## config.mk

```make
export PLATFORM = sky130hd
export DESIGN_NAME = iwt_timers
export DESIGN_NICKNAME = d
export VERILOG_FILES = /design/src/design/iwt_pkg.sv /design/src/design/iwt_timers.sv
export SDC_FILE = /design/constraint.sdc
export NUM_CORES = 1
export LEC_CHECK = 0
export BUFFER_PORTS_ARGS = -buffer_cell sky130_fd_sc_hd__clkbuf_2
export CAP_MARGIN = 20
export CORE_MARGIN = 2
export CORE_UTILIZATION = 40
export DETAILED_ROUTE_END_ITERATION = 10
export GPL_ROUTABILITY_DRIVEN = 0
export PLACE_DENSITY = 0.71
export RECOVER_POWER = 25
export SLEW_MARGIN = 5
export SYNTH_ARGS = -nofsm -noshare
export SYNTH_HDL_FRONTEND = slang
export SYNTH_SLANG_ARGS = --single-unit
export TNS_END_PERCENT = 50
```

## constraint.sdc

```tcl
create_clock -name CORE_CLK_I -period 4.7 [get_ports CORE_CLK_I]
set_clock_uncertainty 0.15 [all_clocks]
set_input_delay 1.175 -clock CORE_CLK_I [delete_from_list [all_inputs] [get_ports CORE_CLK_I]]
set_output_delay 1.175 -clock CORE_CLK_I [all_outputs]
set_load 0.02 [all_outputs]
```

## src/design/iwt_pkg.sv

```systemverilog
// constants, register map and carrier types for the interval, wake and watchdog timers
package iwt_pkg;

  // axi4-lite widths; printed offsets are register indices, byte address is index * 4
  localparam int AXI_AW = 34;
  localparam int AXI_DW = 32;

  // register indices as printed
  localparam logic [31:0] IDX_WAKE   = 32'h5000_0004;
  localparam logic [31:0] IDX_COUNT  = 32'h5000_0070;
  localparam logic [31:0] IDX_RELOAD = 32'h5000_0072;
  localparam logic [31:0] IDX_CTL    = 32'h5000_0074;
  localparam logic [31:0] IDX_DOG    = 32'h5002_0018;
  localparam logic [31:0] IDX_KICK   = 32'h5002_001C;

  // bus responses
  localparam logic [1:0] RESP_OKAY   = 2'h0;
  localparam logic [1:0] RESP_SLVERR = 2'h2;

  // interval control field positions
  localparam int CTL_RUN    = 0;
  localparam int CTL_RELOAD = 1;
  localparam int CTL_SRC_LO = 2;
  localparam int CTL_DIV_LO = 4;
  localparam int CTL_IRQ    = 6;

  // watchdog control field positions
  localparam int DOG_ARM_BIT  = 0;
  localparam int DOG_RST_BIT  = 1;
  localparam int DOG_FLAG_BIT = 2;
  localparam int DOG_SEL_LO   = 3;

  // reset values
  localparam logic [7:0]  CTL_RST    = 8'h00;
  localparam logic [15:0] COUNT_RST  = 16'h0000;
  localparam logic [15:0] RELOAD_RST = 16'h0000;
  localparam logic [7:0]  WAKE_RST   = 8'h00;
  localparam logic [31:0] KICK_RST   = 32'h0000_0000;

  // watchdog clear words
  localparam logic [31:0] KICK_WORD_FIRST  = 32'h3C57_0001;
  localparam logic [31:0] KICK_WORD_SECOND = 32'h007F_4AD6;

  // watchdog timeouts in system clocks
  localparam logic [32:0] DOG_TMO_CYC_0 = 33'h0_0000_2000;
  localparam logic [32:0] DOG_TMO_CYC_1 = 33'h0_0008_0000;
  localparam logic [32:0] DOG_TMO_CYC_2 = 33'h0_0040_0000;
  localparam logic [32:0] DOG_TMO_CYC_3 = 33'h1_0000_0000;

  // prescaler terminal counts for divide by 1, 4, 16, 256
  localparam logic [7:0] PRESC_LAST_1   = 8'h00;
  localparam logic [7:0] PRESC_LAST_4   = 8'h03;
  localparam logic [7:0] PRESC_LAST_16  = 8'h0F;
  localparam logic [7:0] PRESC_LAST_256 = 8'hFF;

  // wake timer
  localparam logic [3:0] WAKE_EXP_MAX = 4'hC;
  localparam int         WAKE_CW      = 20;

  // interrupt line numbers
  localparam int IRQ_LINE_INTERVAL = 14;
  localparam int IRQ_LINE_DOG      = 19;

  // register selector
  typedef enum logic [2:0] {
    REG_NONE, REG_WAKE, REG_COUNT, REG_RELOAD, REG_CTL, REG_DOG, REG_KICK
  } iwt_reg_t;

  // clear-sequence progress
  typedef enum logic {
    KICK_IDLE = 1'b0,
    KICK_HALF = 1'b1
  } iwt_kick_t;

  // axi4-lite master to slave
  typedef struct packed {
    logic [AXI_AW-1:0] awaddr;
    logic              awvalid;
    logic [AXI_DW-1:0] wdata;
    logic [3:0]        wstrb;
    logic              wvalid;
    logic              bready;
    logic [AXI_AW-1:0] araddr;
    logic              arvalid;
    logic              rready;
  } iwt_axi_req_t;

  // axi4-lite slave to master
  typedef struct packed {
    logic              awready;
    logic              wready;
    logic [1:0]        bresp;
    logic              bvalid;
    logic              arready;
    logic [AXI_DW-1:0] rdata;
    logic [1:0]        rresp;
    logic              rvalid;
  } iwt_axi_rsp_t;

  // tick sources, aux in bit 0 so the select code indexes them
  typedef struct packed {
    logic pll;
    logic rc;
    logic xtal;
    logic aux;
  } iwt_ticks_t;

  // whole state of the block
  typedef struct packed {
    logic              aw_held;
    logic [AXI_AW-1:0] aw_addr;
    logic              w_held;
    logic [AXI_DW-1:0] w_data;
    logic [3:0]        w_strb;
    logic              bvalid;
    logic [1:0]        bresp;
    logic              rvalid;
    logic [AXI_DW-1:0] rdata;
    logic [1:0]        rresp;
    logic [7:0]        ctl;
    logic [15:0]       count;
    logic [15:0]       reload;
    logic [7:0]        presc;
    logic [3:0]        tick_prev;
    logic [7:0]        wake_code;
    logic [WAKE_CW-1:0] wake_cnt;
    logic              slow_prev;
    logic              dog_arm;
    logic              dog_reset_arm;
    logic              dog_caused_reset;
    logic [1:0]        dog_timeout_sel;
    logic [31:0]       dog_cnt;
    logic [31:0]       kick_last;
    iwt_kick_t         kick_st;
    logic              init_done;
    logic              irq_interval;
    logic              irq_dog;
    logic              core_wake;
    logic              sys_rst_req;
  } iwt_state_t;

  // every field resets to zero, matching the register reset values
  localparam iwt_state_t STATE_RST = '0;

endpackage

```

## src/design/iwt_timers.sv

```systemverilog
// interval timer, wake-up timer and watchdog behind an axi4-lite slave
//
// What this block does
// 16-bit count increments per prescaled tick while running
// run clear freezes count; resume from it
// on wrap load reload value, else zero
// source select: aux, crystal, rc, pll ticks
// prescaler divides by 1, 4, 16, 256
// wrap interrupt and wake when allowed, same cycle
// current count readable coherently at any time
// software avoids writing count while running
// software configures, loads, then sets run bit
// reload is negative; interval is divisor times magnitude+1; the code gives divisor times magnitude
// interval interrupt drives interrupt line 14
// wake period 16 * mantissa * 2^exponent slow cycles; the code holds exponents above 12 at 12
// wake expiry brings core out of halt
// interrupt mode raises interrupt on rollover
// reset-arm bit set-only; timeout resets system
// watchdog enable set-only until reset
// timeout select 2^13, 2^19, 2^22, 2^32 clocks
// flag set after watchdog reset; software clears
// software writes both clear words back to back
// bad or misordered clear word fires watchdog
// good clear or reset zeroes watchdog counter
//
// Decided for this implementation: the AXI4-Lite slave port.
`timescale 1ns/10ps

module iwt_timers #(
  parameter logic [32:0] DOG_TMO_0 = iwt_pkg::DOG_TMO_CYC_0, // shortenable timeouts
  parameter logic [32:0] DOG_TMO_1 = iwt_pkg::DOG_TMO_CYC_1,
  parameter logic [32:0] DOG_TMO_2 = iwt_pkg::DOG_TMO_CYC_2,
  parameter logic [32:0] DOG_TMO_3 = iwt_pkg::DOG_TMO_CYC_3
) (
  input  wire logic                 CORE_CLK_I,       // system clock, 100 MHz
  input  wire logic                 ARST_N_I,         // async reset, active low
  input  wire iwt_pkg::iwt_axi_req_t AXI_REQ_I,       // register bus request
  output iwt_pkg::iwt_axi_rsp_t     AXI_RSP_O,        // register bus answer
  input  wire iwt_pkg::iwt_ticks_t  TICK_SRC_I,       // interval tick source levels
  input  wire logic                 SLOW_RC_CLOCK_I,  // slow rc clock level
  input  wire logic                 DOG_RESET_CAUSE_I,// last reset came from watchdog
  output logic [31:0]               IRQ_LINES_O,      // interrupt lines to controller
  output logic                      CORE_WAKE_O,      // wake request out of halt
  output logic                      SYS_RESET_REQ_O   // watchdog system reset request
);

  iwt_pkg::iwt_state_t state_reg;  // registered state
  iwt_pkg::iwt_state_t state_next; // next state

  // decode works on word indices;
  // the two lowest address bits are ignored
  // map a byte address onto a register
  function automatic iwt_pkg::iwt_reg_t decode(input logic [iwt_pkg::AXI_AW-1:0] addr);
    logic [31:0] idx;
    idx = addr[iwt_pkg::AXI_AW-1:2];
    unique case (idx)
      iwt_pkg::IDX_WAKE:   decode = iwt_pkg::REG_WAKE;
      iwt_pkg::IDX_COUNT:  decode = iwt_pkg::REG_COUNT;
      iwt_pkg::IDX_RELOAD: decode = iwt_pkg::REG_RELOAD;
      iwt_pkg::IDX_CTL:    decode = iwt_pkg::REG_CTL;
      iwt_pkg::IDX_DOG:    decode = iwt_pkg::REG_DOG;
      iwt_pkg::IDX_KICK:   decode = iwt_pkg::REG_KICK;
      default:             decode = iwt_pkg::REG_NONE; // unmapped word
    endcase
  endfunction

  // merge write data into an old word under byte strobes
  function automatic logic [31:0] merge(input logic [31:0] old, input logic [31:0] data,
                                        input logic [3:0] strb);
    logic [31:0] res;
    res = old;
    for (int b = 0; b < 4; b++) begin
      if (strb[b]) begin
        res[8*b +: 8] = data[8*b +: 8];
      end
    end
    merge = res;
  endfunction

  // terminal prescaler count for a divider code
  function automatic logic [7:0] presc_last(input logic [1:0] sel);
    unique case (sel)
      2'h0: presc_last = iwt_pkg::PRESC_LAST_1;
      2'h1: presc_last = iwt_pkg::PRESC_LAST_4;
      2'h2: presc_last = iwt_pkg::PRESC_LAST_16;
      2'h3: presc_last = iwt_pkg::PRESC_LAST_256;
    endcase
  endfunction

  // combinational bus handshakes
  logic aw_ready;  // address slot free
  logic w_ready;   // data slot free
  logic ar_ready;  // read slot free
  logic aw_fire;   // address taken
  logic w_fire;    // data taken
  logic ar_fire;   // read taken
  logic wr_do;     // both halves held, write performed

  // ready while the slot is empty and no response waits
  always_comb begin
    aw_ready = ~state_reg.aw_held & ~state_reg.bvalid;
    w_ready  = ~state_reg.w_held & ~state_reg.bvalid;
    ar_ready = ~state_reg.rvalid;
    aw_fire  = AXI_REQ_I.awvalid & aw_ready;
    w_fire   = AXI_REQ_I.wvalid & w_ready;
    ar_fire  = AXI_REQ_I.arvalid & ar_ready;
    wr_do    = state_reg.aw_held & state_reg.w_held & ~state_reg.bvalid;
  end

  // derived timer quantities
  logic [3:0]               tick_edge;   // rising edges of tick sources
  logic                     sel_edge;    // edge of the selected source
  logic [7:0]               div_last;    // selected prescaler terminal count
  logic [3:0]               wake_exp;    // clamped exponent
  logic [iwt_pkg::WAKE_CW-1:0] wake_period; // wake period in slow cycles
  logic [32:0]              dog_tmo;     // selected timeout
  logic [31:0]              dog_last;    // last count before timeout

  // sources are sampled levels and must
  // stay below half the core rate
  // tick edge detection and period decoding
  always_comb begin
    tick_edge = TICK_SRC_I & ~state_reg.tick_prev;
    sel_edge  = tick_edge[state_reg.ctl[iwt_pkg::CTL_SRC_LO +: 2]];
    div_last  = presc_last(state_reg.ctl[iwt_pkg::CTL_DIV_LO +: 2]);
    // exponents above twelve are held at twelve
    wake_exp  = (state_reg.wake_code[3:0] > iwt_pkg::WAKE_EXP_MAX) ?
                iwt_pkg::WAKE_EXP_MAX : state_reg.wake_code[3:0];
    wake_period = iwt_pkg::WAKE_CW'({state_reg.wake_code[7:4], 4'h0}) << wake_exp;
    unique case (state_reg.dog_timeout_sel)
      2'h0: dog_tmo = DOG_TMO_0;
      2'h1: dog_tmo = DOG_TMO_1;
      2'h2: dog_tmo = DOG_TMO_2;
      2'h3: dog_tmo = DOG_TMO_3;
    endcase
    dog_last = 32'(dog_tmo - 33'h0_0000_0001);
  end

  // next-state logic for bus, timers and watchdog
  always_comb begin
    iwt_pkg::iwt_reg_t wsel;
    iwt_pkg::iwt_reg_t rsel;
    logic [31:0]       wval;
    logic              dog_fire;
    wsel     = decode(state_reg.aw_addr);
    rsel     = decode(AXI_REQ_I.araddr);
    wval     = 32'h0000_0000;
    dog_fire = 1'b0;
    state_next = state_reg;

    // pulses last one cycle
    state_next.irq_interval = 1'b0;
    state_next.irq_dog      = 1'b0;
    state_next.core_wake    = 1'b0;
    state_next.sys_rst_req  = 1'b0;

    // capture write address and data in either order
    if (aw_fire) begin
      state_next.aw_held = 1'b1;
      state_next.aw_addr = AXI_REQ_I.awaddr;
    end
    if (w_fire) begin
      state_next.w_held = 1'b1;
      state_next.w_data = AXI_REQ_I.wdata;
      state_next.w_strb = AXI_REQ_I.wstrb;
    end
    // write response retires on bready
    if (state_reg.bvalid && AXI_REQ_I.bready) begin
      state_next.bvalid = 1'b0;
    end
    // read response retires on rready
    if (state_reg.rvalid && AXI_REQ_I.rready) begin
      state_next.rvalid = 1'b0;
    end

    // interval timer: counts in the core domain, so any read is coherent
    state_next.tick_prev = TICK_SRC_I;
    if (state_reg.ctl[iwt_pkg::CTL_RUN] && sel_edge) begin
      if (state_reg.presc >= div_last) begin
        state_next.presc = 8'h00;
        if (state_reg.count == 16'hFFFF) begin
          // wrap: reload the negative value or run on from zero
          state_next.count = state_reg.ctl[iwt_pkg::CTL_RELOAD] ?
                             state_reg.reload : 16'h0000;
          if (state_reg.ctl[iwt_pkg::CTL_IRQ]) begin
            state_next.irq_interval = 1'b1;
          end
        end else begin
          state_next.count = state_reg.count + 16'h0001;
        end
      end else begin
        state_next.presc = state_reg.presc + 8'h01;
      end
    end

    // mantissa zero keeps the counter parked
    // wake-up timer on slow rc edges; a zero mantissa stops it
    state_next.slow_prev = SLOW_RC_CLOCK_I;
    if (state_reg.wake_code[7:4] == 4'h0) begin
      state_next.wake_cnt = '0;
    end else if (SLOW_RC_CLOCK_I && !state_reg.slow_prev) begin
      if (state_reg.wake_cnt >= wake_period - iwt_pkg::WAKE_CW'(1)) begin
        state_next.wake_cnt  = '0;
        state_next.core_wake = 1'b1;
      end else begin
        state_next.wake_cnt = state_reg.wake_cnt + iwt_pkg::WAKE_CW'(1);
      end
    end

    // counts without pause once armed;
    // a good clear or a reset zeroes it
    // watchdog counts system clocks once armed
    if (state_reg.dog_arm) begin
      if (state_reg.dog_cnt >= dog_last) begin
        state_next.dog_cnt = 32'h0000_0000;
        dog_fire = 1'b1;
      end else begin
        state_next.dog_cnt = state_reg.dog_cnt + 32'h0000_0001;
      end
    end

    // a pending first clear word is dropped by any other access
    if (state_reg.kick_st == iwt_pkg::KICK_HALF &&
        ((wr_do && wsel != iwt_pkg::REG_KICK) || ar_fire)) begin
      state_next.kick_st = iwt_pkg::KICK_IDLE;
    end

    // register write, done once both halves are held
    if (wr_do) begin
      state_next.aw_held = 1'b0;
      state_next.w_held  = 1'b0;
      state_next.bvalid  = 1'b1;
      state_next.bresp   = iwt_pkg::RESP_OKAY;
      unique case (wsel)
        iwt_pkg::REG_WAKE: begin
          wval = merge({24'h00_0000, state_reg.wake_code}, state_reg.w_data,
                       state_reg.w_strb);
          state_next.wake_code = wval[7:0];
          state_next.wake_cnt  = '0; // new period starts afresh
        end
        iwt_pkg::REG_COUNT: begin
          // writing while running may lose a tick in flight
          wval = merge({16'h0000, state_reg.count}, state_reg.w_data, state_reg.w_strb);
          state_next.count = wval[15:0];
        end
        iwt_pkg::REG_RELOAD: begin
          wval = merge({16'h0000, state_reg.reload}, state_reg.w_data, state_reg.w_strb);
          state_next.reload = wval[15:0];
        end
        iwt_pkg::REG_CTL: begin
          wval = merge({24'h00_0000, state_reg.ctl}, state_reg.w_data, state_reg.w_strb);
          state_next.ctl = {1'b0, wval[6:0]};
        end
        iwt_pkg::REG_DOG: begin
          wval = merge({27'h000_0000, state_reg.dog_timeout_sel, state_reg.dog_caused_reset,
                        state_reg.dog_reset_arm, state_reg.dog_arm},
                       state_reg.w_data, state_reg.w_strb);
          // enable and reset-arm only ever set from software
          state_next.dog_arm       = state_reg.dog_arm | wval[iwt_pkg::DOG_ARM_BIT];
          state_next.dog_reset_arm = state_reg.dog_reset_arm |
                                     wval[iwt_pkg::DOG_RST_BIT];
          // flag cleared by writing zero
          state_next.dog_caused_reset = state_reg.dog_caused_reset &
                                        wval[iwt_pkg::DOG_FLAG_BIT];
          state_next.dog_timeout_sel = wval[iwt_pkg::DOG_SEL_LO +: 2];
        end
        iwt_pkg::REG_KICK: begin
          wval = merge(state_reg.kick_last, state_reg.w_data, state_reg.w_strb);
          state_next.kick_last = wval;
          unique case (state_reg.kick_st)
            iwt_pkg::KICK_IDLE: begin
              if (wval == iwt_pkg::KICK_WORD_FIRST) begin
                state_next.kick_st = iwt_pkg::KICK_HALF;
              end else begin
                dog_fire = state_reg.dog_arm;
              end
            end
            iwt_pkg::KICK_HALF: begin
              state_next.kick_st = iwt_pkg::KICK_IDLE;
              if (wval == iwt_pkg::KICK_WORD_SECOND) begin
                state_next.dog_cnt = 32'h0000_0000;
              end else begin
                dog_fire = state_reg.dog_arm;
              end
            end
          endcase
        end
        default: begin
          state_next.bresp = iwt_pkg::RESP_SLVERR; // unmapped, nothing stored
        end
      endcase
    end

    // a watchdog event resets the system or interrupts by mode
    if (dog_fire) begin
      if (state_reg.dog_reset_arm) begin
        state_next.sys_rst_req = 1'b1;
      end else begin
        state_next.irq_dog = 1'b1;
      end
    end

    // wake from a wrap needs the irq allowed
    // interval interrupt also wakes the core from halt
    if (state_next.irq_interval) begin
      state_next.core_wake = 1'b1;
    end

    // a read only cancels a pending
    // first clear word
    // register read, answered one edge after the address is taken
    if (ar_fire) begin
      state_next.rvalid = 1'b1;
      state_next.rresp  = iwt_pkg::RESP_OKAY;
      unique case (rsel)
        iwt_pkg::REG_WAKE:   state_next.rdata = {24'h00_0000, state_reg.wake_code};
        iwt_pkg::REG_COUNT:  state_next.rdata = {16'h0000, state_reg.count};
        iwt_pkg::REG_RELOAD: state_next.rdata = {16'h0000, state_reg.reload};
        iwt_pkg::REG_CTL:    state_next.rdata = {24'h00_0000, state_reg.ctl};
        iwt_pkg::REG_DOG: begin
          state_next.rdata = {27'h000_0000, state_reg.dog_timeout_sel,
                              state_reg.dog_caused_reset, state_reg.dog_reset_arm,
                              state_reg.dog_arm};
        end
        iwt_pkg::REG_KICK:   state_next.rdata = state_reg.kick_last;
        default: begin
          state_next.rdata = 32'h0000_0000;
          state_next.rresp = iwt_pkg::RESP_SLVERR;
        end
      endcase
    end

    // first edge after reset release catches the reset cause; set beats a clear
    if (!state_reg.init_done) begin
      state_next.init_done = 1'b1;
      if (DOG_RESET_CAUSE_I) begin
        state_next.dog_caused_reset = 1'b1;
      end
    end
  end

  // one register for all state: a reset
  // leaves no timer half cleared
  // state register; reset zeroes every counter, the watchdog one included
  always_ff @(posedge CORE_CLK_I or negedge ARST_N_I) begin
    if (!ARST_N_I) begin
      state_reg <= iwt_pkg::STATE_RST;
    end else begin
      state_reg <= state_next;
    end
  end

  // unused interrupt lines stay low
  // outputs; pulses and data come straight from the state register
  always_comb begin
    AXI_RSP_O.awready = aw_ready;
    AXI_RSP_O.wready  = w_ready;
    AXI_RSP_O.bvalid  = state_reg.bvalid;
    AXI_RSP_O.bresp   = state_reg.bresp;
    AXI_RSP_O.arready = ar_ready;
    AXI_RSP_O.rvalid  = state_reg.rvalid;
    AXI_RSP_O.rdata   = state_reg.rdata;
    AXI_RSP_O.rresp   = state_reg.rresp;
    IRQ_LINES_O = 32'h0000_0000;
    IRQ_LINES_O[iwt_pkg::IRQ_LINE_INTERVAL] = state_reg.irq_interval;
    IRQ_LINES_O[iwt_pkg::IRQ_LINE_DOG]      = state_reg.irq_dog;
    CORE_WAKE_O     = state_reg.core_wake;
    SYS_RESET_REQ_O = state_reg.sys_rst_req;
  end

endmodule

```

Yosys cells after proc, flatten, opt, wreduce, memory -nomap -nowiden
Index checks and enable logic that the tools add are counted.
{"block": "totals", "ff_bits": 265, "latch_bits": 0, "ram_bits": 0, "romBits": 0, "in_bits": 117, "output_inout_bits": 75, "wordCells": 203, "n_memories": 0}
{"block": "op_classes", "n_addsub": 6, "n_mul": 0, "div_mod_pow": 0, "magnitude_cmp": 5, "n_eq_ne": 37, "shifts": 1, "muxes": 81, "bitwise": 17, "reduce_logical": 24}
{"op": "32-bit by 31-bit equality test with 1-bit output, second input constant", "count": 12}
{"op": "32-bit case mux with 6 select lines", "count": 1}
{"op": "32-bit two-way mux", "count": 5}
{"op": "8-bit two-way mux", "count": 17}
{"op": "32-bit case mux with 4 select lines", "count": 1}
{"op": "20-bit two-way mux", "count": 5}
{"op": "16-bit two-way mux", "count": 6}
{"op": "35-bit two-way mux", "count": 2}
{"op": "68-bit two-way mux", "count": 1}
{"op": "65-bit two-way mux", "count": 1}
{"op": "37-bit two-way mux", "count": 1}
{"op": "3-bit case mux with 6 select lines", "count": 2}
{"op": "32-bit by 1-bit adder with 32-bit output, second input constant", "count": 1}
{"op": "32-bit by 23-bit equality test with 1-bit output, second input constant", "count": 1}
{"op": "32-bit by 30-bit equality test with 1-bit output, second input constant", "count": 1}
{"op": "32-bit >= comparator", "count": 1}
{"op": "8-bit case mux with 4 select lines", "count": 1}
{"op": "32-bit by 1-bit subtractor with 32-bit output, second input constant", "count": 1}
{"op": "1-bit two-way mux", "count": 27}
{"op": "20-bit by 1-bit adder with 20-bit output, second input constant", "count": 1}
{"op": "20-bit >= comparator", "count": 1}
{"op": "8-bit by 4-bit left shift with 20-bit output", "count": 1}
{"op": "20-bit by 1-bit subtractor with 20-bit output, second input constant", "count": 1}
{"op": "3-bit equality test, second input constant", "count": 6}
{"op": "31 further kinds", "count": 74}

Logic depth before layout (Yosys ltp)
{"block": "depth", "depth_word": 13, "mapped_depth": 18, "depth_no_buf": 16}

Worst setup path before layout
Ideal clock, no wire load.
{"block": "synth_path", "path_type": "reg2reg", "startpoint": "register state_reg[98] (netlist bit)", "endpoint": "register state_reg[87] (netlist bit)", "setup_ps": 71, "t_arrival_ps": 3871, "required_ps": 4479, "path_slack_ps": 608, "stages_incl_launch_ff": 18, "n_path_buf": 2, "synth_period_minus_slack_ps": 4092, "path_cell_list": "dfrtp_1 > buf_2 > a2bb2oi_2 > nor2b_1 > or4_4 > nand2b_4 > a2111o_1 > o311a_1 > a21oi_1 > ha_1 > a21o_1 > a21o_1 > a21oi_1 > o21ai_0 > o21ai_0 > o211ai_4 > buf_6 > nor2_1"}
{"item": "start, declared", "line_no": "iwt_timers.sv:47", "source": "iwt_pkg::iwt_state_t state_reg;"}
{"item": "start signal, assigned", "line_no": "iwt_timers.sv:347", "source": "state_reg <= iwt_pkg::STATE_RST;"}
{"item": "start signal, assigned", "line_no": "iwt_timers.sv:349", "source": "state_reg <= state_next;"}

==> flow_metrics.tcl <==
set metrics [dict create \
    outcome "finished with violations" \
    violations "capacitance limit, slew limit" \
    maxCapViolCount 1 \
    startpoint "state_reg[96]" \
    netlist_area_um2 14300 \
    largest_reg_flops 221 \
    switching_share_pct 28.9 \
    routed_wl_um 35100 \
    start_kind "flip-flop" \
    netlist.area_leader.share_pct 45.8 \
    grt_max_degree 96 \
    path_max_fanout 19 \
    hold_viol_final 0 \
    drive_gt1_share_pct 25.2 \
    grt_pass1_wl_um 57400 \
    cts_sinks 261 \
    finalCritPeriodShare_pct 92.6 \
    rr_startpoint "state_reg[96]" \
    met1_length_um 15500 \
    ioPinCount 192 \
    ff2ff_path_depth 15 \
    rsz0062_at_grt "no" \
    synth_edf_count 0 \
    clockPowerShare_pct 36.6 \
    r2r_slack_ns 0.35 \
    vias 10900 \
    first_pass_iters 5 \
    core.rowCount 69 \
    worstMarginPinSlew_ns 2.26 \
    portBuffers 155 \
    p_int_mw 4.44 \
    clkTransAtPathRegs_ns 0.06 \
    endpoint_kind "flip-flop" \
    grt_remaining_overflow 0 \
    route.detailed.wl_per_inst_um 17.6 \
    hold_class "reg -> reg" \
    final_antenna_net_count 0 \
    crit_buf_inv 0 \
    synthTopCellsByArea "dfrtp_1, mux2_2, ha_1, buf_4, nor2_1" \
    numCtsBuffers 29 \
    worstPathCellList "mux2i_1 -> o211ai_1 -> o21ai_0 -> nand2_1 -> a2111o_1 -> o311a_1 -> a21oi_1 -> ha_1 -> a21o_1 -> a21o_1 -> a21oi_1 -> o21ai_0 -> o21ai_1 -> o211ai_4 -> a21oi_1" \
    setup_tns_ns 0 \
    slowest_delay_ns 0.54 \
    setup_viol 0 \
    routed.top_layer "met4" \
    yosysSeqAreaShare_pct 45.8 \
    combPwrFrac_pct 15.3 \
    power_frac_seq_pct 48.2 \
    worstSkewPairLatency_ns 0.57 \
    drc 0 \
    yosys_warnings 0 \
    ctsHoldBuffers 0 \
    required_ns 5.03 \
    fillers 3261 \
    cp.arrival_ns 4.68 \
    cpMaxStageDelayCell "dfrtp_2" \
    initial_core_util_pct 40.4 \
    place_ws_ns 0.111 \
    cts_root_buf "clkbuf_16" \
    criticalPathCategory "reg -> reg" \
    fmax_mhz 230 \
    grt.total_usage_pct 19.2 \
    crit_family "compound AO/OA/AOI/OAI gates" \
    die_h_um 193 \
    power_per_cell_area_nw_per_um2 388 \
    power.switching_mw 1.80 \
    leakagePower_nw 7.50 \
    utilization_pct 45.6 \
    h-tree-depth 1 \
    grt_pass1_vias 11000 \
    initialDrtViolationCount 803 \
    wl_met3_um 2320 \
    cts_buffer_depth 3 \
    dpl.hpwl_um 25200 \
    antenna_cells 0 \
    synth_most_common_cell "dfrtp_1" \
    drv_slew 88 \
    slew_headroom_pct -50.5 \
    chipWidth_um 193 \
    cp.depth 15 \
    syn2layout_area_growth_pct 12.7 \
    ys_types 73 \
    nNetsFinal 1675 \
    ir_drop_v 0.000424 \
    synth_commonest_cells "dfrtp_1, mux2_2, nor2_1" \
    core_region_area_um2 35300 \
    synth_top_flop_cell "dfrtp_1" \
    antenna_found_initial 0 \
    synth-async-reset-ratio_pct 100 \
    crit_end "state_reg[80]" \
    path_common_cell "a21oi_1" \
    fin_crit_ns 4.35 \
    ys_ff_latch 261 \
    die_area_um2 37200 \
    via_per_inst 5.47 \
    syn_avg_cell_area_um2 10.2 \
    wl_met2_um 16300 \
    synth_top_cell_by_area "dfrtp_1" \
    netlist_instances 1404 \
    worst_slack_ns 0.348 \
    cts_tree "yes" \
    r2r-end "state_reg[80]" \
]
## routing by layer
metal,GRT usage [%],up-vias
met1,25.7,5330
met4,5.75,0
met5,0,-
met2,31.1,343
li1,-,5152
met3,4.15,65
## placed cells by master (no fill, tap or decap), types with 10 or more instances in the layout
cell,count
a21o_1,16
nand4_1,37
nor2_1,134
ha_1,48
clkbuf_1,15
xor2_1,34
a22oi_1,22
a211oi_1,10
mux2_2,148
buf_4,19
nor2b_1,14
o21ai_0,45
and3_1,11
nor3_1,29
nand2_1,127
a21oi_1,50
inv_1,22
conb_1,33
xnor2_1,33
dfrtp_1,260
nor4_1,15
clkbuf_2,151
clkbuf_16,29
nand3_1,67
## power by group through the flow
stage / registers (mW) / logic, mW / clock network [mW]
final: 3.01 / 0.952 / 2.28
after global routing: 3.07 / 1.05 / 2.42
after CTS: 3.00 / 0.969 / 2.34
after detailed placement: 3.04 / 0.963 / 0
after global placement: 3.02 / 0.937 / 0
after floorplan: 2.80 / 0.848 / 0
## layout make-up
class	count	area, um^2	share of cell area, %
inverters	22	82.6	0.513
flip-flops and latches	261	6530	40.6
multi-input cells	1020	7010	43.6
clock buffers	44	822	5.11
repair buffers	176	941	5.85
clock inverters	7	125	0.778
well taps	461	577	3.59
## logic make-up after synthesis
kind of cell / Yosys count / share of synthesized area (%)
adder cells (fa/ha/maj): 48 / 4.21
XOR/XNOR: 67 / 4.11
buffers and inverters: 154 / 6.13
AND/OR/NAND/NOR: 504 / 17.5
other: 2 / 0.0526
multiplexers: 153 / 12.0
flip-flops: 261 / 45.8
AO/OA/AOI/OAI: 215 / 10.2
## timing repair
item,in CTS,in global routing
endpoints found under the setup margin,0,19
gates resized for setup,0,2
endpoints found under the hold margin,0,0
buffers inserted,0,0
## how the worst min path moves through the flow
stage | from | slack, ns | endpoint | depth (start not counted)
after floorplan | state_reg[4] | 0.25 | state_reg[72] | 1
after global placement | state_reg[4] | 0.25 | state_reg[72] | 1
after detailed placement | state_reg[4] | 0.27 | state_reg[72] | 1
after CTS | state_reg[4] | 0.27 | state_reg[72] | 1
after global routing | state_reg[4] | 0.28 | state_reg[72] | 1
final | state_reg[4] | 0.27 | state_reg[72] | 1
## metrics by stage
stage          total power [mW]  area (um^2)  cells  hold WS [ns]
5_1_grt                    6.54        16100   1991         0.278
2_1_floorplan              3.65        14400   1435         0.250
4_1_cts                    6.31        16100   1991         0.273
6_report                   6.24        16100   1991         0.269
3_5_place_dp               4.00        15200   1940         0.265
3_3_place_gp               3.96        15200   1940         0.254
No activity file was read; power rests on OpenSTA's default activity.
